<file path="src/lo_ctrl_pkg.sv">
// ****************************************************************
// Shared constants of the oscillator control block
// ****************************************************************
package lo_ctrl_pkg;

  // ****************************************************************
  // Oscillator bank and converter
  // ****************************************************************
  localparam int unsigned OSC_COUNT  = 24;
  localparam int unsigned IDX_W      = 5;
  localparam int unsigned CODE_W     = 3;
  localparam logic [4:0]  OSC_LAST   = 5'h17;
  localparam logic [4:0]  TRIES_LAST = 5'h17;
  localparam logic [2:0]  CODE_SL_LO = 3'h2;
  localparam logic [2:0]  CODE_SL_HI = 3'h5;

  // ****************************************************************
  // Timing
  // ****************************************************************
  localparam int unsigned SYS_CLK_MHZ    = 40;
  localparam int unsigned SETTLE_TIME_NS = 10000;
  localparam int unsigned SETTLE_CYCLES  =
    (SETTLE_TIME_NS * SYS_CLK_MHZ + 999) / 1000;
  localparam int unsigned SETTLE_W       = 9;
  localparam logic [8:0]  SETTLE_LOAD    = 9'(SETTLE_CYCLES - 1);

  // ****************************************************************
  // Register byte offsets
  // ****************************************************************
  localparam logic [7:0] OFS_OSC_CTRL = 8'h00;
  localparam logic [7:0] OFS_CONTROL  = 8'h04;
  localparam logic [7:0] OFS_FILTER   = 8'h08;
  localparam logic [7:0] OFS_INT_DIV  = 8'h0C;
  localparam logic [7:0] OFS_FRAC_HI  = 8'h10;
  localparam logic [7:0] OFS_FRAC_LO  = 8'h14;
  localparam logic [7:0] OFS_STATUS1  = 8'h18;
  localparam logic [7:0] OFS_STATUS2  = 8'h1C;

  // ****************************************************************
  // Field positions
  // ****************************************************************
  localparam int unsigned OC_SEL_LSB = 0;
  localparam int unsigned OC_AUTO    = 5;
  localparam int unsigned OC_CONV_EN = 6;
  localparam int unsigned OC_LATCH   = 7;
  localparam int unsigned CT_LOW_POWER_STANDBY    = 0;
  localparam int unsigned ST1_DONE   = 0;
  localparam int unsigned ST1_OK     = 1;
  localparam int unsigned ST2_CODE   = 0;
  localparam int unsigned ST2_IDX    = 3;

  // ****************************************************************
  // Reset values
  // ****************************************************************
  localparam logic [7:0] RST_OSC_CTRL = 8'h00;
  localparam logic [7:0] RST_FILTER   = 8'h80;
  localparam logic [7:0] RST_INT_DIV  = 8'h00;
  localparam logic [7:0] RST_FRAC     = 8'h00;

  function automatic logic in_search_window(input logic [2:0] code);
    in_search_window = (code == CODE_SL_LO) || (code == CODE_SL_HI);
  endfunction : in_search_window

endpackage : lo_ctrl_pkg

</file>
<file path="src/search_if.sv">
`timescale 1ns/1ps
// ****************************************************************
// Link between register front end and search engine
// ****************************************************************
interface search_if;
  logic       start;
  logic [4:0] start_index;
  logic [2:0] tune_code;
  logic       run;
  logic       busy;
  logic       done;
  logic       success;
  logic [4:0] index;

  modport ctrl (
    output start, start_index, tune_code, run,
    input  busy, done, success, index
  );
  modport engine (
    input  start, start_index, tune_code, run,
    output busy, done, success, index
  );
endinterface : search_if

</file>
<file path="src/osc_search.sv">
`timescale 1ns/1ps
// ****************************************************************
// Automatic oscillator search engine
// ****************************************************************
module osc_search (
  // Clock, reset and enable
  input  wire logic   sys_clk,
  input  wire logic   nrst,
  input  wire logic   ce,
  // Front end
  search_if.engine    sif
);

  typedef enum logic [2:0] {
    S_IDLE   = 3'b001,
    S_SETTLE = 3'b010,
    S_CHECK  = 3'b100
  } search_state_t;

  search_state_t state_reg;
  logic [8:0]    settle_reg;
  logic [4:0]    tries_reg;
  logic [4:0]    index_reg;
  logic          done_reg;
  logic          ok_reg;

  wire       step   = ce && sif.run;
  wire       hit    = lo_ctrl_pkg::in_search_window(sif.tune_code);
  wire [4:0] first  = (sif.start_index > lo_ctrl_pkg::OSC_LAST) ?
                      5'h00 : sif.start_index;
  wire [4:0] next_i = (index_reg == lo_ctrl_pkg::OSC_LAST) ?
                      5'h00 : index_reg + 5'h01;

  assign sif.busy    = (state_reg != S_IDLE);
  assign sif.done    = done_reg;
  assign sif.success = ok_reg;
  assign sif.index   = index_reg;

  // Start wins over anything in flight, so a rewrite restarts cleanly
  always_ff @(posedge sys_clk) begin
    if (!nrst) begin
      state_reg  <= S_IDLE;
      settle_reg <= 9'h000;
      tries_reg  <= 5'h00;
      index_reg  <= 5'h00;
      done_reg   <= 1'b0;
      ok_reg     <= 1'b0;
    end else if (ce && sif.start) begin
      state_reg  <= S_SETTLE;
      index_reg  <= first;
      tries_reg  <= 5'h00;
      settle_reg <= lo_ctrl_pkg::SETTLE_LOAD;
      done_reg   <= 1'b0;
      ok_reg     <= 1'b0;
    end else if (step) begin
      unique case (state_reg)
        S_IDLE: begin
        end
        S_SETTLE: begin
          settle_reg <= settle_reg - 9'h001;
          if (settle_reg == 9'h000) begin
            state_reg <= S_CHECK;
          end
        end
        S_CHECK: begin
          if (hit) begin
            state_reg <= S_IDLE;
            done_reg  <= 1'b1;
            ok_reg    <= 1'b1;
          end else if (tries_reg == lo_ctrl_pkg::TRIES_LAST) begin
            state_reg <= S_IDLE;
            done_reg  <= 1'b1;
            ok_reg    <= 1'b0;
          end else begin
            state_reg  <= S_SETTLE;
            index_reg  <= next_i;
            tries_reg  <= tries_reg + 5'h01;
            settle_reg <= lo_ctrl_pkg::SETTLE_LOAD;
          end
        end
        default: begin
          state_reg <= S_IDLE;
        end
      endcase
    end
  end

  a_start_index: assert property (@(posedge sys_clk) disable iff (!nrst)
    (ce && sif.start && sif.start_index <= lo_ctrl_pkg::OSC_LAST)
    |=> index_reg == $past(sif.start_index))
    else $error("search did not start at the manual index");

  a_busy_done: assert property (@(posedge sys_clk) disable iff (!nrst)
    sif.busy |-> !done_reg)
    else $error("done flag set while search runs");

  a_ok_window: assert property (@(posedge sys_clk) disable iff (!nrst)
    $rose(ok_reg) |-> lo_ctrl_pkg::in_search_window($past(sif.tune_code)))
    else $error("accepted oscillator outside search window");

  a_fail_tries: assert property (@(posedge sys_clk) disable iff (!nrst)
    ($rose(done_reg) && !ok_reg)
    |-> $past(tries_reg) == lo_ctrl_pkg::TRIES_LAST)
    else $error("search failed before trying every oscillator");

endmodule : osc_search

</file>
<file path="src/lo_synth_ctrl.sv">
`timescale 1ns/1ps
module lo_synth_ctrl (
  // Clock, reset, enable
  input  wire logic        sys_clk,
  input  wire logic        nrst,
  input  wire logic        ce,
  // AHB-Lite slave
  input  wire logic        hsel,
  input  wire logic [31:0] haddr,
  input  wire logic [1:0]  htrans,
  input  wire logic        hwrite,
  input  wire logic [2:0]  hsize,
  input  wire logic [31:0] hwdata,
  input  wire logic        hready,
  output logic             hreadyout,
  output logic             hresp,
  output logic [31:0]      hrdata,
  // Tune voltage converter code
  input  wire logic [2:0]  osc_tune_voltage,
  // Synthesizer and analog controls
  output logic [4:0]       osc_active_index,
  output logic [7:0]       filter_corner_code,
  output logic [7:0]       int_div_word,
  output logic [15:0]      frac_div_word,
  output logic             low_power_standby,
  output logic             signal_path_enable,
  output logic             converter_power_enable
);

  // ****************************************************************
  // Register state
  // ****************************************************************
  logic [4:0]  osc_select_index;
  logic        auto_osc_select_enable;
  logic        tune_converter_enable;
  logic        standby_reg;
  logic [7:0]  filter_reg;
  logic [7:0]  int_div_reg;
  logic [7:0]  frac_hi_reg;
  logic [7:0]  frac_lo_reg;
  logic [2:0]  latched_code_reg;
  logic [4:0]  active_index_reg;
  logic        wr_pend_reg;
  logic        rd_pend_reg;
  logic [7:0]  addr_reg;
  logic        ready_reg;
  logic [31:0] rdata_reg;

  search_if sif ();

  osc_search u_search (
    .sys_clk (sys_clk),
    .nrst    (nrst),
    .ce      (ce),
    .sif     (sif)
  );

  // ****************************************************************
  // Bus decode
  // ****************************************************************
  // hsize is not checked: only whole-word single transfers are used
  wire take      = ce && hsel && htrans[1] && hready;
  wire wr_now    = ce && wr_pend_reg;
  wire wr_osc    = wr_now && (addr_reg == lo_ctrl_pkg::OFS_OSC_CTRL);
  wire wr_ctl    = wr_now && (addr_reg == lo_ctrl_pkg::OFS_CONTROL);
  wire wr_filt   = wr_now && (addr_reg == lo_ctrl_pkg::OFS_FILTER);
  wire wr_int    = wr_now && (addr_reg == lo_ctrl_pkg::OFS_INT_DIV);
  wire wr_fhi    = wr_now && (addr_reg == lo_ctrl_pkg::OFS_FRAC_HI);
  wire wr_flo    = wr_now && (addr_reg == lo_ctrl_pkg::OFS_FRAC_LO);
  wire latch_req = wr_osc && hwdata[lo_ctrl_pkg::OC_LATCH];
  // Converter must already be on from an earlier write
  wire capture   = latch_req && tune_converter_enable
                   && !standby_reg;

  // ****************************************************************
  // Search hookup
  // ****************************************************************
  assign sif.start       = wr_flo && auto_osc_select_enable
                           && !standby_reg;
  assign sif.start_index = osc_select_index;
  assign sif.tune_code   = osc_tune_voltage;
  assign sif.run         = !standby_reg;

  // ****************************************************************
  // Read mux
  // ****************************************************************
  wire [7:0] osc_ctrl_rd = {1'b0, tune_converter_enable,
                            auto_osc_select_enable, osc_select_index};
  wire [7:0] status1_rd  = {6'h00, sif.success, sif.done};
  wire [7:0] status2_rd  = {active_index_reg, latched_code_reg};
  wire [7:0] rd_byte =
    (addr_reg == lo_ctrl_pkg::OFS_OSC_CTRL) ? osc_ctrl_rd :
    (addr_reg == lo_ctrl_pkg::OFS_CONTROL)  ? {7'h00, standby_reg} :
    (addr_reg == lo_ctrl_pkg::OFS_FILTER)   ? filter_reg :
    (addr_reg == lo_ctrl_pkg::OFS_INT_DIV)  ? int_div_reg :
    (addr_reg == lo_ctrl_pkg::OFS_FRAC_HI)  ? frac_hi_reg :
    (addr_reg == lo_ctrl_pkg::OFS_FRAC_LO)  ? frac_lo_reg :
    (addr_reg == lo_ctrl_pkg::OFS_STATUS1)  ? status1_rd :
    (addr_reg == lo_ctrl_pkg::OFS_STATUS2)  ? status2_rd : 8'h00;
  wire [4:0] active_next = auto_osc_select_enable ?
                           sif.index : osc_select_index;

  // ****************************************************************
  // Bus phase tracking
  // ****************************************************************
  // Reads take one wait state so a write just before is seen
  always_ff @(posedge sys_clk) begin
    if (!nrst) begin
      wr_pend_reg <= 1'b0;
      rd_pend_reg <= 1'b0;
      addr_reg    <= 8'h00;
      ready_reg   <= 1'b1;
      rdata_reg   <= 32'h0000_0000;
    end else if (ce) begin
      wr_pend_reg <= take && hwrite;
      rd_pend_reg <= take && !hwrite;
      if (take) begin
        addr_reg <= {haddr[7:2], 2'b00};
      end
      ready_reg <= !(take && !hwrite);
      if (rd_pend_reg) begin
        rdata_reg <= {24'h00_0000, rd_byte};
      end
    end
  end

  // ****************************************************************
  // Configuration registers
  // ****************************************************************
  // Nothing here depends on standby, so settings are retained
  always_ff @(posedge sys_clk) begin
    if (!nrst) begin
      osc_select_index       <= lo_ctrl_pkg::RST_OSC_CTRL[4:0];
      auto_osc_select_enable <= 1'b0;
      tune_converter_enable  <= 1'b0;
      standby_reg            <= 1'b0;
      filter_reg             <= lo_ctrl_pkg::RST_FILTER;
      int_div_reg            <= lo_ctrl_pkg::RST_INT_DIV;
      frac_hi_reg            <= lo_ctrl_pkg::RST_FRAC;
      frac_lo_reg            <= lo_ctrl_pkg::RST_FRAC;
    end else begin
      if (wr_osc) begin
        osc_select_index       <= hwdata[4:0];
        auto_osc_select_enable <= hwdata[lo_ctrl_pkg::OC_AUTO];
        tune_converter_enable  <= hwdata[lo_ctrl_pkg::OC_CONV_EN];
      end
      if (wr_ctl) begin
        standby_reg <= hwdata[lo_ctrl_pkg::CT_LOW_POWER_STANDBY];
      end
      if (wr_filt) begin
        filter_reg <= hwdata[7:0];
      end
      if (wr_int) begin
        int_div_reg <= hwdata[7:0];
      end
      if (wr_fhi) begin
        frac_hi_reg <= hwdata[7:0];
      end
      if (wr_flo) begin
        frac_lo_reg <= hwdata[7:0];
      end
    end
  end

  // ****************************************************************
  // Converter latch and outputs
  // ****************************************************************
  always_ff @(posedge sys_clk) begin
    if (!nrst) begin
      latched_code_reg       <= 3'h0;
      active_index_reg       <= 5'h00;
      osc_active_index       <= 5'h00;
      filter_corner_code     <= lo_ctrl_pkg::RST_FILTER;
      int_div_word           <= lo_ctrl_pkg::RST_INT_DIV;
      frac_div_word          <= {lo_ctrl_pkg::RST_FRAC, lo_ctrl_pkg::RST_FRAC};
      low_power_standby      <= 1'b0;
      signal_path_enable     <= 1'b1;
      converter_power_enable <= 1'b0;
    end else if (ce) begin
      if (capture) begin
        latched_code_reg <= osc_tune_voltage;
      end
      active_index_reg       <= active_next;
      osc_active_index       <= active_next;
      filter_corner_code     <= filter_reg;
      int_div_word           <= int_div_reg;
      frac_div_word          <= {frac_hi_reg, frac_lo_reg};
      low_power_standby      <= standby_reg;
      signal_path_enable     <= !standby_reg;
      converter_power_enable <= tune_converter_enable && !standby_reg;
    end
  end

  assign hreadyout = ready_reg;
  assign hresp     = 1'b0;
  assign hrdata    = rdata_reg;

  // ****************************************************************
  // Checks
  // ****************************************************************
  a_search_start: assert property (@(posedge sys_clk) disable iff (!nrst)
    (wr_flo && auto_osc_select_enable && !standby_reg)
    |=> sif.busy && !sif.done)
    else $error("low word write did not start search");

  a_manual_no_search: assert property (@(posedge sys_clk) disable iff (!nrst)
    (wr_flo && !auto_osc_select_enable && !sif.busy)
    |=> $stable(sif.done) && $stable(sif.success) && !sif.busy)
    else $error("search flags moved with auto select off");

  a_manual_index: assert property (@(posedge sys_clk) disable iff (!nrst)
    (ce && !auto_osc_select_enable)
    |=> osc_active_index == $past(osc_select_index))
    else $error("manual oscillator not in use");

  a_auto_index: assert property (@(posedge sys_clk) disable iff (!nrst)
    (ce && auto_osc_select_enable && sif.done && sif.success)
    |=> osc_active_index == $past(sif.index))
    else $error("chosen oscillator not in use");

  a_latch_code: assert property (@(posedge sys_clk) disable iff (!nrst)
    (ce && capture) |=> latched_code_reg == $past(osc_tune_voltage))
    else $error("converter code not captured");

  a_latch_needs_en: assert property (@(posedge sys_clk) disable iff (!nrst)
    (latch_req && !tune_converter_enable) |=> $stable(latched_code_reg))
    else $error("capture without converter enabled");

  a_status2_read: assert property (@(posedge sys_clk) disable iff (!nrst)
    (ce && rd_pend_reg && addr_reg == lo_ctrl_pkg::OFS_STATUS2)
    |=> hreadyout && hrdata[7:0] == $past(status2_rd))
    else $error("status byte two read wrong");

  a_standby_path: assert property (@(posedge sys_clk) disable iff (!nrst)
    (ce && wr_ctl && hwdata[lo_ctrl_pkg::CT_LOW_POWER_STANDBY]) ##1 ce
    |=> low_power_standby && !signal_path_enable && !converter_power_enable)
    else $error("standby did not shut the signal path");

  a_standby_keep: assert property (@(posedge sys_clk) disable iff (!nrst)
    (standby_reg && !wr_filt && !wr_osc) |=> $stable(filter_reg)
    && $stable(osc_select_index))
    else $error("settings lost in standby");

  a_filter_write: assert property (@(posedge sys_clk) disable iff (!nrst)
    (wr_filt && ce) ##1 ce |=> filter_corner_code == $past(hwdata[7:0], 2))
    else $error("filter code not applied");

endmodule : lo_synth_ctrl

</file>
<file path="config.mk">
export PLATFORM = sky130hd
export DESIGN_NAME = lo_synth_ctrl
export DESIGN_NICKNAME = d
export VERILOG_FILES = /design/src/lo_ctrl_pkg.sv /design/src/search_if.sv /design/src/osc_search.sv /design/src/lo_synth_ctrl.sv
export SDC_FILE = /design/constraint.sdc
export NUM_CORES = 1
export LEC_CHECK = 0
export ABC_AREA = 1
export BUFFER_PORTS_ARGS = -buffer_cell sky130_fd_sc_hd__buf_2
export CORE_UTILIZATION = 30
export DETAILED_ROUTE_END_ITERATION = 7
export GPL_TIMING_DRIVEN = 0
export PLACE_DENSITY = 0.51
export SLEW_MARGIN = 20
export SYNTH_ARGS = -nofsm -noshare
export SYNTH_HDL_FRONTEND = slang
export SYNTH_SLANG_ARGS = --single-unit
export TNS_END_PERCENT = 50
</file>
<file path="constraint.sdc">
create_clock -name sys_clk -period 1.58 [get_ports sys_clk]
set_input_delay 0.316 -clock sys_clk [delete_from_list [all_inputs] [get_ports sys_clk]]
set_output_delay 0.316 -clock sys_clk [all_outputs]
set_load 0.02 [all_outputs]
</file>
==> results.sh <==
export IMPL_drt_wirelength_per_cell_um=15.1
export IMPL_floorplan_rows=49
export IMPL_final_period_utilization_pct=101
export IMPL_critPathMaxFanout=8
export IMPL_worst_setup_path_start_kind="flop"
export IMPL_tns_ns=-0.0119
export IMPL_num_antenna_cells=0
export IMPL_core_area_mm2=0.0180
export IMPL_netlist_area_leader_share_pct=45.1
export IMPL_place_hpwl_um=12400
export IMPL_cp_top_family="simple AND/OR/NAND/NOR gates"
export IMPL_ys_types=37
export IMPL_drtAntennaViolNets=0
export IMPL_synth_edf_count=0
export IMPL_maxSlewHeadroom_pct=53.4
export IMPL_final_util_pct=40.0
export IMPL_path_common_cell="nand2_4"
export IMPL_cts_hold_buffers=0
export IMPL_slowest_delay_ns=0.36
export IMPL_setup_worst_path_end_class="flop"
export IMPL_clk_latency_ns=0.42
export IMPL_fin_nets=964
export IMPL_cp_num_buf_inv=1
export IMPL_ys_warn_count=0
export IMPL_clk_pin_slew_ns=0.06
export IMPL_grt_setup_unrepaired="yes"
export IMPL_max_cap_violations=0
export IMPL_hold_violations=0
export IMPL_synth_seq_cells=124
export IMPL_gr_total_overflow=0
export IMPL_fin_ws_ns=-0.0111
export IMPL_n_fill_cell=1896
export IMPL_synthTopCellsByArea="dfxtp_1 (45%), o21ai_0 (10%), nor2_1 (7.9%), a21oi_1 (7.2%), nand2_1 (6.6%)"
export IMPL_layout_commonest_cell="dfxtp_1"
export IMPL_required_ns=1.88
export IMPL_grt_max_degree=17
export IMPL_violations="negative setup slack"
export IMPL_first_global_vias=4928
export IMPL_syn_area_mm2=0.00551
export IMPL_reg2reg_setup_slack_ns=-0.01
export IMPL_yosys_most_used_dff="dfxtp_1"
export IMPL_drtIter0Drc=344
export IMPL_htreeDepth=4
export IMPL_largest_reg_flops=16
export IMPL_status="finished with violations"
export IMPL_grt_pass1_wl_um=26500
export IMPL_cts_sinks=124
export IMPL_antenna_found_initial=0
export IMPL_drc=0
export IMPL_setup_viol=2
export IMPL_hp_class="input pin to flop"
export IMPL_synthToLayoutAreaGrowth_pct=30.6
export IMPL_die_h_um=137
export IMPL_p_total_mw=7.67
export IMPL_clock_path_buffers=2
export IMPL_dieArea_mm2=0.0189
export IMPL_ys_seq_area_share_pct=45.1
export IMPL_drt_pass1_iter_count=5
export IMPL_numCtsBuffers=17
export IMPL_syn_area_per_cell_um2=7.39
export IMPL_peakVddDrop_mv=0.753
export IMPL_slowest_stage="dfxtp_4"
export IMPL_clock_fmax_ghz=0.629
export IMPL_drt_total_wl_um=17000
export IMPL_synthArstFlopShare_pct=0
export IMPL_gp_congestion=0.841
export IMPL_initial_core_util_pct=30.7
export IMPL_path_class="flop to flop"
export IMPL_grtUsageTotal_pct=19.0
export IMPL_crit_chain="inv_4, nand2_4, nor2_4, nand2_4, nor2_8, nand3_4, nand3_4, nand2_4, nor2_2, a21oi_1"
export IMPL_drive_above_1_share_pct=25.4
export IMPL_io_pins=152
export IMPL_io_buffer_count=72
export IMPL_period_minus_slack_ns=1.59
export IMPL_slew_viol_final=0
export IMPL_p_leak_nw=3.18
export IMPL_crit_arrival_ns=1.89
export IMPL_netlist_instances=745
export IMPL_die_w_um=137
export IMPL_tightest_slew_ns=0.699
export IMPL_vias=5209
export IMPL_cts_tree="built"
export IMPL_cts_root_buf="clkbuf_16"
export IMPL_viasPerCell=4.64
export IMPL_skew_ns=0.0110
export IMPL_p_per_area_mw_per_mm2=1070
export IMPL_synth_top_area_cell="dfxtp_1"
export IMPL_final_cell_mix="dfxtp_1 (116), nor2_1 (110), o21ai_0 (101), nand2_1 (90), a21oi_1 (75)"
[worst register-to-register path, stage by stage (launching register included)]
cell and delay, ns:
dfxtp_4 0.36, inv_4 0.06, nand2_4 0.05, nor2_4 0.19
nand2_4 0.10, nor2_8 0.14, nand3_4 0.14, nand3_4 0.12
nand2_4 0.09, nor2_2 0.14, a21oi_1 0.08
[through the flow]
step                area, um2  setup slack, ns  std cells  hold WS (ns)
floorplan                5600           0.0589        769         0.403
global placement         6240           -0.409       1070         0.415
detailed placement       6240           -0.379       1070         0.416
CTS                      7030          -0.0459       1117         0.167
global route             7190          -0.0984       1123         0.173
finish                   7190          -0.0111       1123         0.174
[path summary, 6_finish.rpt]
check | endpoint | startpoint | depth (start not counted)
max | u_search.settle_reg[1]$_SDFFE_PN0P_ | addr_reg[5]$_SDFFE_PN0P_ | 10
min | wr_pend_reg$_SDFFE_PN0P_ | hwrite | 3
min reg2reg | u_search.settle_reg[0]$_SDFFE_PN0P_ | u_search.settle_reg[0]$_SDFFE_PN0P_ | 1
max reg2reg | u_search.settle_reg[1]$_SDFFE_PN0P_ | addr_reg[5]$_SDFFE_PN0P_ | 10
[final cells by class]
cell class	instances	area [um2]	area share [%]
well taps	229	287	3.98
clock inverters	7	66.3	0.922
multi-input cells	524	2740	38.1
repair buffers	96	557	7.74
flip-flops and latches	124	2500	34.7
clock buffers	23	478	6.64
plain buffers	50	300	4.17
inverters	70	268	3.72
[metal layers]
layer	vias to the layer above	wire length [um]	share of wire (%)	track usage, %
li1	2691	-	-	-
met1	2381	7700	45	23.2
met2	122	8280	49	32.4
met3	15	691	4.1	3.72
met4	0	323	1.9	7.94
met5	-	0	0	0
[cells by family (layout without fill, tap and decap cells)]
kind of cell,after synthesis,count (layout),synth area share (%)
buf+inv,121,246,10.1
simple gates,280,280,23.2
fa+ha+maj,3,3,0.682
xor+xnor,5,5,0.795
compound gates,211,211,20.1
flops,124,124,45.1
other cells,1,25,0.0681
[synth_stat cells, types with 2 or more instances]
library cell and instances:
dfxtp_1 124, nor2_2 6, nand4_1 6, xor2_1 2
nand2_2 5, inv_2 9, inv_1 60, buf_2 2
o22ai_1 4, nand3_1 26, nand2_1 97, nand3_4 2
nor2_1 116, nand2_4 2, o21ai_0 110, nor3_1 5
ha_1 3, buf_4 26, clkbuf_1 22, o211ai_1 13
nand3b_1 3, xnor2_1 3, nor2_4 7, a21oi_1 79
[repair_timing]
| item | in CTS | in global routing |
|---|---|---|
| buffers inserted | 17 | 7 |
| gates resized for setup | 41 | 37 |
| pin swaps | 16 | 15 |
| endpoints found under the setup margin | 67 | 60 |
[where the power goes]
part,internal (mW),switching (mW),leakage [nW]
Clock,2.26,1.40,0.269
Sequential,3.21,0.0566,1.01
Combinational,0.256,0.489,1.90
Note: power is estimated with default switching activity, not from simulation.
